`src/lin_defs.vh`:
```
// register map, field positions, reset values and timing for the lin block
`ifndef LIN_DEFS_VH
`define LIN_DEFS_VH
`define OFS_DATA      6'h00
`define OFS_BAUD      6'h01
`define OFS_LINE      6'h02
`define OFS_LINCTL    6'h03
`define OFS_LINSTS    6'h04
`define OFS_FIFOSTS   6'h05
`define OFS_TOUT      6'h06
`define OFS_INTSTS    6'h07
`define OFS_INTEN     6'h08
`define OFS_INTCLR    6'h09
`define CTL_SEND      8
`define CTL_ID_PARITY_HW_ENABLE     9
`define CTL_BREAK_DETECT_ENABLE  10
`define CTL_BIT_ERROR_MONITOR_ENABLE  12
`define STS_BRKDET    8
`define FIFO_TXEMPTY  28
`define INT_RDA       0
`define INT_BITERR    1
`define INT_LIN       15
`define BAUD_RST      16'h0043
`define BREAK_LENGTH_RST     4'hb
`define BSL_RST       2'h0
`define DLY_RST       8'h00
`define LIN_FSEL      2'b01
`define SYNC_BYTE     8'h55
`define BRK_MIN_BITS  4'hb
`define BYTE_BITS     9'd10
`endif

```
`src/lin_bit_timer.v`:
```
// bit-rate divider: one-cycle tick every div+1 clocks, restartable
`timescale 1ns/1ps
`default_nettype none
module lin_bit_timer (
  input  wire        pclk,
  input  wire        presetn,
  input  wire        en,
  input  wire        restart,
  input  wire [15:0] load,
  input  wire [15:0] div,
  output wire        tick
);
  reg [15:0] cnt_ff;

  assign tick = en & ~restart & (cnt_ff == 16'h0000);

  always @(posedge pclk or negedge presetn) begin
    if (!presetn) begin
      cnt_ff <= 16'h0000;
    end else if (restart) begin
      cnt_ff <= load;
    end else if (en) begin
      if (cnt_ff == 16'h0000) begin
        cnt_ff <= div;
      end else begin
        cnt_ff <= cnt_ff - 16'h0001;
      end
    end
  end
endmodule
`default_nettype wire

```
`src/lin_master_header_break_detect.v`:
```
// lin master: header generator, byte transmitter, break detector, apb regs
`timescale 1ns/1ps
`default_nettype none
`include "lin_defs.vh"
module lin_master_header_break_detect (
  input  wire        pclk,
  input  wire        presetn,
  input  wire        psel,
  input  wire        penable,
  input  wire        pwrite,
  input  wire [7:0]  paddr,
  input  wire [31:0] pwdata,
  output wire [31:0] prdata,
  output wire        pready,
  output wire        pslverr,
  input  wire        rx_pin,
  output wire        tx_pin,
  output wire        irq
);
  localparam [4:0] S_IDLE = 5'b00001;
  localparam [4:0] S_BRK  = 5'b00010;
  localparam [4:0] S_DLM  = 5'b00100;
  localparam [4:0] S_BYTE = 5'b01000;
  localparam [4:0] S_SPC  = 5'b10000;

  reg [31:0] prdata_ff;
  reg        pready_ff;
  reg        pslverr_ff;
  reg        tx_ff;
  reg        irq_ff;
  reg [15:0] div_ff;
  reg [5:0]  line_ff;
  reg        send_ff;
  reg        id_parity_hw_enable_ff;
  reg        brkdet_en_ff;
  reg        biterr_en_ff;
  reg [3:0]  break_length_ff;
  reg [1:0]  bsl_ff;
  reg [1:0]  hsel_ff;
  reg [7:0]  pid_ff;
  reg [7:0]  dly_ff;
  reg        brk_flag_ff;
  reg [2:0]  ists_ff;
  reg [2:0]  ien_ff;
  reg [7:0]  hold_ff;
  reg        hold_vld_ff;
  reg [7:0]  rx_data_ff;
  reg [4:0]  state_ff;
  reg [4:0]  nxt_state;
  reg [8:0]  cnt_ff;
  reg [9:0]  sh_ff;
  reg [9:0]  rxsh_ff;
  reg        hdr_ff;
  reg        sync_done_ff;
  reg        rx_meta_ff;
  reg        rx_s_ff;
  reg        rx_prev_ff;
  reg [3:0]  zcnt_ff;

  wire        wr_en = psel & penable & pready_ff & pwrite;
  wire        rd_en = psel & penable & pready_ff & ~pwrite;
  wire [5:0]  widx  = paddr[7:2];
  wire        lin_mode = (line_ff[5:4] == `LIN_FSEL);
  wire        is_idle  = state_ff[0];
  wire        tx_tick;
  wire        det_tick;
  wire        p0 = pid_ff[0] ^ pid_ff[1] ^ pid_ff[2] ^ pid_ff[4];
  wire        p1 = ~(pid_ff[1] ^ pid_ff[3] ^ pid_ff[4] ^ pid_ff[5]);
  wire [7:0]  id_byte = id_parity_hw_enable_ff ? {p1, p0, pid_ff[5:0]} : pid_ff;
  wire        last_bit = tx_tick & (cnt_ff == 9'd1);
  wire        start_hdr = is_idle & send_ff & lin_mode;
  wire        start_sw  = is_idle & ~send_ff & hold_vld_ff;
  wire        tx_empty  = is_idle & ~hold_vld_ff & ~send_ff;
  wire        det_fall  = brkdet_en_ff & rx_prev_ff & ~rx_s_ff
                          & (zcnt_ff == 4'h0);
  wire [15:0] rd_ists = {ists_ff[2], 13'h0000, ists_ff[1], ists_ff[0]};
  wire [15:0] rd_ien  = {ien_ff[2], 13'h0000, ien_ff[1], ien_ff[0]};
  wire        lin_set;
  wire        berr_set;

  assign prdata  = prdata_ff;
  assign pready  = pready_ff;
  assign pslverr = pslverr_ff;
  assign tx_pin  = tx_ff;
  assign irq     = irq_ff;

  // divider restarts at frame start so the first bit is a full bit
  lin_bit_timer u_tx_timer (
    .pclk    (pclk),
    .presetn (presetn),
    .en      (~is_idle),
    .restart (start_hdr | start_sw),
    .load    (div_ff),
    .div     (div_ff),
    .tick    (tx_tick)
  );

  // detector timer, realigned to mid-bit on a leading edge while zcnt_ff is zero
  lin_bit_timer u_det_timer (
    .pclk    (pclk),
    .presetn (presetn),
    .en      (brkdet_en_ff),
    .restart (det_fall),
    .load    ({1'b0, div_ff[15:1]}),
    .div     (div_ff),
    .tick    (det_tick)
  );

  // rx pin synchroniser; rx_s_ff and rx_prev_ff are used by logic
  always @(posedge pclk or negedge presetn) begin
    if (!presetn) begin
      rx_meta_ff <= 1'b1;
      rx_s_ff    <= 1'b1;
      rx_prev_ff <= 1'b1;
    end else begin
      rx_meta_ff <= rx_pin;
      rx_s_ff    <= rx_meta_ff;
      rx_prev_ff <= rx_s_ff;
    end
  end

  always @* begin
    nxt_state = state_ff;
    case (state_ff)
      S_IDLE: begin
        if (start_hdr) begin
          nxt_state = S_BRK;
        end else if (start_sw) begin
          nxt_state = S_BYTE;
        end
      end
      S_BRK: begin
        if (last_bit) begin
          nxt_state = S_DLM;
        end
      end
      S_DLM: begin
        if (last_bit) begin
          nxt_state = (hsel_ff != 2'b00) ? S_BYTE : S_IDLE;
        end
      end
      S_BYTE: begin
        if (last_bit) begin
          nxt_state = S_SPC;
        end
      end
      S_SPC: begin
        if (last_bit) begin
          nxt_state = (hdr_ff & sync_done_ff & hsel_ff == 2'b10) ?
                      S_BYTE : S_IDLE;
        end
      end
      default: nxt_state = S_IDLE;
    endcase
  end

  // transmit datapath: lengths, shifter, readback capture
  always @(posedge pclk or negedge presetn) begin
    if (!presetn) begin
      state_ff     <= S_IDLE;
      cnt_ff       <= 9'd0;
      sh_ff        <= 10'h3ff;
      tx_ff        <= 1'b1;
      hdr_ff       <= 1'b0;
      sync_done_ff <= 1'b0;
      rxsh_ff      <= 10'h000;
    end else begin
      state_ff <= nxt_state;
      if (start_hdr) begin
        hdr_ff       <= 1'b1;
        sync_done_ff <= 1'b0;
        tx_ff        <= 1'b0;
        cnt_ff       <= {5'h00, break_length_ff} + 9'd1;
      end else if (start_sw) begin
        sh_ff  <= {1'b1, hold_ff, 1'b0};
        tx_ff  <= 1'b0;
        cnt_ff <= `BYTE_BITS;
      end else if (tx_tick) begin
        if (state_ff[3]) begin
          rxsh_ff <= {rx_s_ff, rxsh_ff[9:1]};
        end
        if (cnt_ff != 9'd1) begin
          cnt_ff <= cnt_ff - 9'd1;
          if (state_ff[3]) begin
            sh_ff <= {1'b1, sh_ff[9:1]};
            tx_ff <= sh_ff[1];
          end
        end else begin
          case (nxt_state)
            S_DLM: begin
              tx_ff  <= 1'b1;
              cnt_ff <= {7'h00, bsl_ff} + 9'd1;
            end
            S_BYTE: begin
              tx_ff  <= 1'b0;
              cnt_ff <= `BYTE_BITS;
              if (!sync_done_ff) begin
                sh_ff        <= {1'b1, `SYNC_BYTE, 1'b0};
                sync_done_ff <= 1'b1;
              end else begin
                sh_ff        <= {1'b1, id_byte, 1'b0};
                sync_done_ff <= 1'b0;
              end
            end
            S_SPC: begin
              tx_ff  <= 1'b1;
              cnt_ff <= {1'b0, dly_ff} + 9'd1;
            end
            default: begin
              tx_ff  <= 1'b1;
              hdr_ff <= 1'b0;
            end
          endcase
        end
      end
    end
  end

  // break detector: counts dominant samples, flags on recessive after >11
  assign lin_set = det_tick & rx_s_ff & (zcnt_ff > `BRK_MIN_BITS);
  always @(posedge pclk or negedge presetn) begin
    if (!presetn) begin
      zcnt_ff <= 4'h0;
    end else if (!brkdet_en_ff) begin
      zcnt_ff <= 4'h0;
    end else if (det_tick) begin
      if (rx_s_ff) begin
        zcnt_ff <= 4'h0;
      end else if (zcnt_ff != 4'hf) begin
        zcnt_ff <= zcnt_ff + 4'h1;
      end
    end
  end

  // compare late in each bit so the bus loop delay has settled
  assign berr_set = tx_tick & ~is_idle & lin_mode & biterr_en_ff
                    & (rx_s_ff != tx_ff);

  // apb slave: no wait states, answer registered in the setup cycle
  always @(posedge pclk or negedge presetn) begin
    if (!presetn) begin
      prdata_ff  <= 32'h00000000;
      pready_ff  <= 1'b0;
      pslverr_ff <= 1'b0;
    end else begin
      pready_ff  <= psel & ~penable;
      pslverr_ff <= psel & ~penable & (paddr[7:2] > `OFS_INTCLR);
      if (psel & ~penable & ~pwrite) begin
        case (widx)
          `OFS_DATA:    prdata_ff <= {24'h000000, rx_data_ff};
          `OFS_BAUD:    prdata_ff <= {16'h0000, div_ff};
          `OFS_LINE:    prdata_ff <= {26'h0000000, line_ff};
          `OFS_LINCTL:  prdata_ff <= {pid_ff, hsel_ff, bsl_ff, break_length_ff,
                                      3'h0, biterr_en_ff, 1'b0,
                                      brkdet_en_ff, id_parity_hw_enable_ff, send_ff,
                                      8'h00};
          `OFS_LINSTS:  prdata_ff <= {23'h000000, brk_flag_ff, 8'h00};
          `OFS_FIFOSTS: prdata_ff <= {3'h0, tx_empty, 28'h0000000};
          `OFS_TOUT:    prdata_ff <= {16'h0000, dly_ff, 8'h00};
          `OFS_INTSTS:  prdata_ff <= {16'h0000, rd_ists};
          `OFS_INTEN:   prdata_ff <= {16'h0000, rd_ien};
          default:      prdata_ff <= 32'h00000000;
        endcase
      end
    end
  end

  // software registers and hardware-set flags; a set beats a clear
  always @(posedge pclk or negedge presetn) begin
    if (!presetn) begin
      div_ff       <= `BAUD_RST;
      line_ff      <= 6'h00;
      send_ff      <= 1'b0;
      id_parity_hw_enable_ff     <= 1'b0;
      brkdet_en_ff <= 1'b0;
      biterr_en_ff <= 1'b0;
      break_length_ff     <= `BREAK_LENGTH_RST;
      bsl_ff       <= `BSL_RST;
      hsel_ff      <= 2'b00;
      pid_ff       <= 8'h00;
      dly_ff       <= `DLY_RST;
      brk_flag_ff  <= 1'b0;
      ists_ff      <= 3'b000;
      ien_ff       <= 3'b000;
      hold_ff      <= 8'h00;
      hold_vld_ff  <= 1'b0;
      rx_data_ff   <= 8'h00;
      irq_ff       <= 1'b0;
    end else begin
      if (start_sw) begin
        hold_vld_ff <= 1'b0;
      end
      if (wr_en) begin
        case (widx)
          `OFS_DATA: begin
            // a write while the holding byte is occupied is dropped
            if (!hold_vld_ff) begin
              hold_ff     <= pwdata[7:0];
              hold_vld_ff <= 1'b1;
            end
          end
          `OFS_BAUD: div_ff  <= pwdata[15:0];
          `OFS_LINE: line_ff <= pwdata[5:0];
          `OFS_LINCTL: begin
            // parameters are frozen while a header is running
            if (!send_ff) begin
              send_ff  <= pwdata[`CTL_SEND] & lin_mode;
              id_parity_hw_enable_ff <= pwdata[`CTL_ID_PARITY_HW_ENABLE];
              break_length_ff <= pwdata[19:16];
              bsl_ff   <= pwdata[21:20];
              hsel_ff  <= pwdata[23:22];
              pid_ff   <= pwdata[31:24];
            end
            brkdet_en_ff <= pwdata[`CTL_BREAK_DETECT_ENABLE];
            biterr_en_ff <= pwdata[`CTL_BIT_ERROR_MONITOR_ENABLE];
          end
          `OFS_LINSTS: begin
            if (pwdata[`STS_BRKDET]) begin
              brk_flag_ff <= 1'b0;
            end
          end
          `OFS_TOUT:  dly_ff <= pwdata[15:8];
          `OFS_INTEN: ien_ff <= {pwdata[`INT_LIN], pwdata[`INT_BITERR],
                                 pwdata[`INT_RDA]};
          `OFS_INTCLR: ists_ff <= ists_ff & ~{pwdata[`INT_LIN],
                                  pwdata[`INT_BITERR], pwdata[`INT_RDA]};
          default: begin
          end
        endcase
      end
      if (rd_en && widx == `OFS_DATA) begin
        ists_ff[0] <= 1'b0;
      end
      // header done: after delimiter for select 0, else after last space
      if (hdr_ff & last_bit & (state_ff[2] | state_ff[4])
          & (nxt_state == S_IDLE)) begin
        send_ff <= 1'b0;
      end
      if (last_bit & state_ff[3]) begin
        rx_data_ff <= rxsh_ff[9:2];
        ists_ff[0] <= 1'b1;
      end
      if (berr_set) begin
        ists_ff[1] <= 1'b1;
      end
      if (lin_set) begin
        brk_flag_ff <= 1'b1;
        if (ien_ff[2]) begin
          ists_ff[2] <= 1'b1;
        end
      end
      irq_ff <= |(ists_ff & ien_ff);
    end
  end
endmodule
`default_nettype wire

```
`config.mk`:
```
export PLATFORM = sky130hd
export DESIGN_NAME = lin_master_header_break_detect
export DESIGN_NICKNAME = d
export VERILOG_FILES = /design/src/lin_bit_timer.v /design/src/lin_master_header_break_detect.v
export VERILOG_INCLUDE_DIRS = /design/src /design/src/src
export SDC_FILE = /design/constraint.sdc
export NUM_CORES = 1
export LEC_CHECK = 0
export ABC_AREA = 1
export CORE_UTILIZATION = 58
export DETAILED_ROUTE_END_ITERATION = 10
export DONT_BUFFER_PORTS = 1
export PLACE_DENSITY = 0.76
export SYNTH_ARGS = -nofsm -noshare
export SYNTH_HDL_FRONTEND = slang
export SYNTH_SLANG_ARGS = --single-unit
```
`constraint.sdc`:
```
create_clock -name pclk -period 1.9 [get_ports pclk]
set_input_delay 0.285 -clock pclk [delete_from_list [all_inputs] [get_ports pclk]]
set_output_delay 0.285 -clock pclk [all_outputs]
set_load 0.1 [all_outputs]
```
==> results.yml <==
placement:
  place_hpwl_um: 17800
  dp_cells: 1451
  placed_area_um2: 10600
  io_buffers: 0
  globalplace.congestion: 0.940
synthesis:
  synth_fp_nets: 1192
  synthArstFlopShare_pct: 100
  ys_warn_count: 0
  yosys_most_used_dff: "dfrtp_1"
  syn_area_um2: 9460
  ys_seq_elements: 181
  synth_edf_count: 0
  synth-seq-area-share_pct: 48.1
  synth.distinct_cells: 53
  netlist_instances: 1135
  avgSynthCellArea_um2: 8.33
power_and_ir_drop:
  power_w: 0.0121
  pwr_density_cell_nw_per_um2: 989
  leakagePower_nw: 5.86
  vdd_drop_max_mv: 0.754
floorplan:
  die_x_um: 130
  initial_core_util_pct: 59.5
  num_io_pins: 82
  die_area_um2: 16800
  core_region_area_um2: 15900
  die_h_um: 130
  rows: 46
sta:
  rsz0062_at_grt: "yes"
  worst_pin_slew_ns: 0.486
  fin_ws_ns: -0.179
  fin_crit_sh_pct: 109
  fmax_ghz: 0.481
  relSlewSlack_pct: 67.5
  finalSetupViolCount: 35
  hold_viol: 181
  period_needed_ns: 2.08
  holdWs_ns: -0.453
  maxSlewViolCount: 0
  finClkSkew_ns: 0.0107
layout:
  final_common_cell: "nand2_1"
  n_antenna_cell: 0
  fin_cells: 1546
  nFillCells: 1101
  layout-drive-gt1-share_pct: 28.4
  layout.nets: 1374
  design_area_um2: 12200
  layout_common_cells: "nand2_1 (183), dfrtp_1 (159), buf_4 (159)"
  area_growth_pct: 29.2
min_path:
  min_path_type: "in -> async"
setup_path:
  slowest_delay_ns: 0.39
  worst_setup_path_end_kind: "flip-flop"
  critical_path_peak_fanout: 8
  crit_arrival_ns: 2.46
  cp-start-kind: "flip-flop"
  cpMaxStageDelayCell: "dfrtp_1"
  crit_type: "reg -> reg"
  critPathRequiredTime_ns: 2.28
  crit_chain: "inv_2 > ha_4 > nand2_4 > nor2_4 > nand2_2 > nor2_4 > nand3_2 > nand3_2 > nand2_1 > nand2_2 > nand2_4 > clkinv_4 > nand2_4 > a21oi_4 > nand2_1 > nand2_1"
  reg2regPathDepth: 16
global_routing:
  gr-usage-all-layers_pct: 32.3
  gr-total-overflow: 0
  grt_pass1_wl_um: 41800
  grt_antenna_before_repair: 0
  grt_pass1_vias: 8467
  grt_max_degree: 182
clock_network:
  cts_sinks: 181
  cts_root_buf: "clkbuf_16"
  numCtsBuffers: 17
  path_clk_slew_ns: 0.07
  cts_buffer_depth: 2
  insertion_delay_ns: 0.44
  htree_levels: 4
  cts_tree: "yes"
detailed_routing:
  viasPerCell: 5.87
  firstDrtPassIters: 5
  ant_nets: 0
  post_drt_wl_per_cell_um: 17.9
  drt_iter0_markers: 899
  wl_um: 27700
  drc: 0
  dr_total_vias: 9075
run:
  maxCapViolations: 0
outcome:
  violations: "negative hold slack, negative setup slack"
  status: "finished, violations left"
cell type report:
type | instances | area, um2 | share of cell area [%]
Sequential cell | 181 | 4560 | 37.3
Timing Repair Buffer | 199 | 1640 | 13.5
Tap cell | 216 | 270 | 2.21
Inverter | 140 | 542 | 4.43
Multi-Input combinational cell | 778 | 4610 | 37.7
Clock inverter | 12 | 144 | 1.18
Clock buffer | 20 | 447 | 3.66
cell usage after synthesis (all sizes together) (3+ instances only):
cell,instances,share of area [%]
a21oi,58,3.2
a311oi,4,0.44
a31oi,5,0.33
buf,9,0.56
clkbuf,28,1.1
dfrtp,162,43
dfstp,19,5.3
ha,11,1.5
inv,138,5.5
mux2,26,3.1
nand2,212,8.7
nand3,50,2.9
nand4,20,1.3
nor2,129,6.1
nor3,10,0.53
nor3b,3,0.24
nor4,4,0.33
o211ai,18,1.4
o21ai,154,8.2
o221ai,14,1.3
o22ai,8,0.53
o31ai,4,0.32
or2,3,0.20
xnor2,12,1.1
xor2,17,1.6
logic make-up after synthesis:
kind of cell    share of synthesized area [%]
xor+xnor                                 2.69
buf+inv                                  7.24
compound gates                           16.9
simple gates                             20.5
flops                                    48.1
fa+ha+maj                                1.46
mux                                      3.10
through the flow:
stage               TNS [ns]  worst slack (ns)  util (%)  hold WS [ns]
floorplan                  0            0.0327         -       -0.0106
global placement       -1.84            -0.136      66.9      -0.00229
detailed placement     -3.19            -0.204      66.9      -0.00499
CTS                    -1.40            -0.130      73.7        -0.464
global route           -7.51            -0.279      76.9        -0.476
finish                 -4.00            -0.179      76.9        -0.453
path summary, 6_finish.rpt:
check | startpoint | endpoint | slack, ns
worst min register to register | rx_meta_ff | rx_s_ff | 0.38
worst max-delay path | u_tx_timer.cnt_ff[0] | sh_ff[6] | -0.18
worst max register to register | u_tx_timer.cnt_ff[0] | sh_ff[6] | -0.18
min in group pclk | pwdata[2] | line_ff[2] | 0.01
worst min-delay path | presetn | zcnt_ff[3] | -0.45
max in group asynchronous | presetn | break_length_ff[1] | 2.02
metal layers:
metal,track usage [%],part of all wire (%)
met4,11.8,3.0
met3,7.18,8.5
met2,51.4,48
met5,0,0
met1,43.7,41
where the power goes:
group          switching, W  total, W  internal (W)
clock network       0.00158   0.00358       0.00200
registers          0.000428   0.00475       0.00432
logic               0.00209   0.00376       0.00167
what timing repair did:
item	in CTS	in global routing
resized for setup	33	125
hold endpoints to repair	216	182
setup endpoints to repair	31	65
buffers inserted	18	19
pin swaps	19	49
cloned	0	4
hold buffers	25	1
registers in the layout (all words and copies together) (netlist names), 2 cells and up:
register	count
prdata	32
div_ff	16
u_det_timer.cnt_ff	16
u_tx_timer.cnt_ff	16
cnt_ff	9
dly_ff	8
hold_ff	8
pid_ff	8
rx_data_ff	8
rxsh_ff	8
sh_ff	8
line_ff	6
state_ff	5
break_length_ff	4
zcnt_ff	4
ien_ff	3
ists_ff	3
bsl_ff	2
hsel_ff	2
worst max-delay path: cells and delay by family, from the launching register on:
| kind | cells | cell delay [ns] |
|---|---|---|
| fa+ha+maj | 1 | 0.14 |
| flops | 1 | 0.39 |
| buf+inv | 2 | 0.17 |
| compound gates | 1 | 0.25 |
| simple gates | 12 | 1.06 |
(Power assumes the default switching activity.)
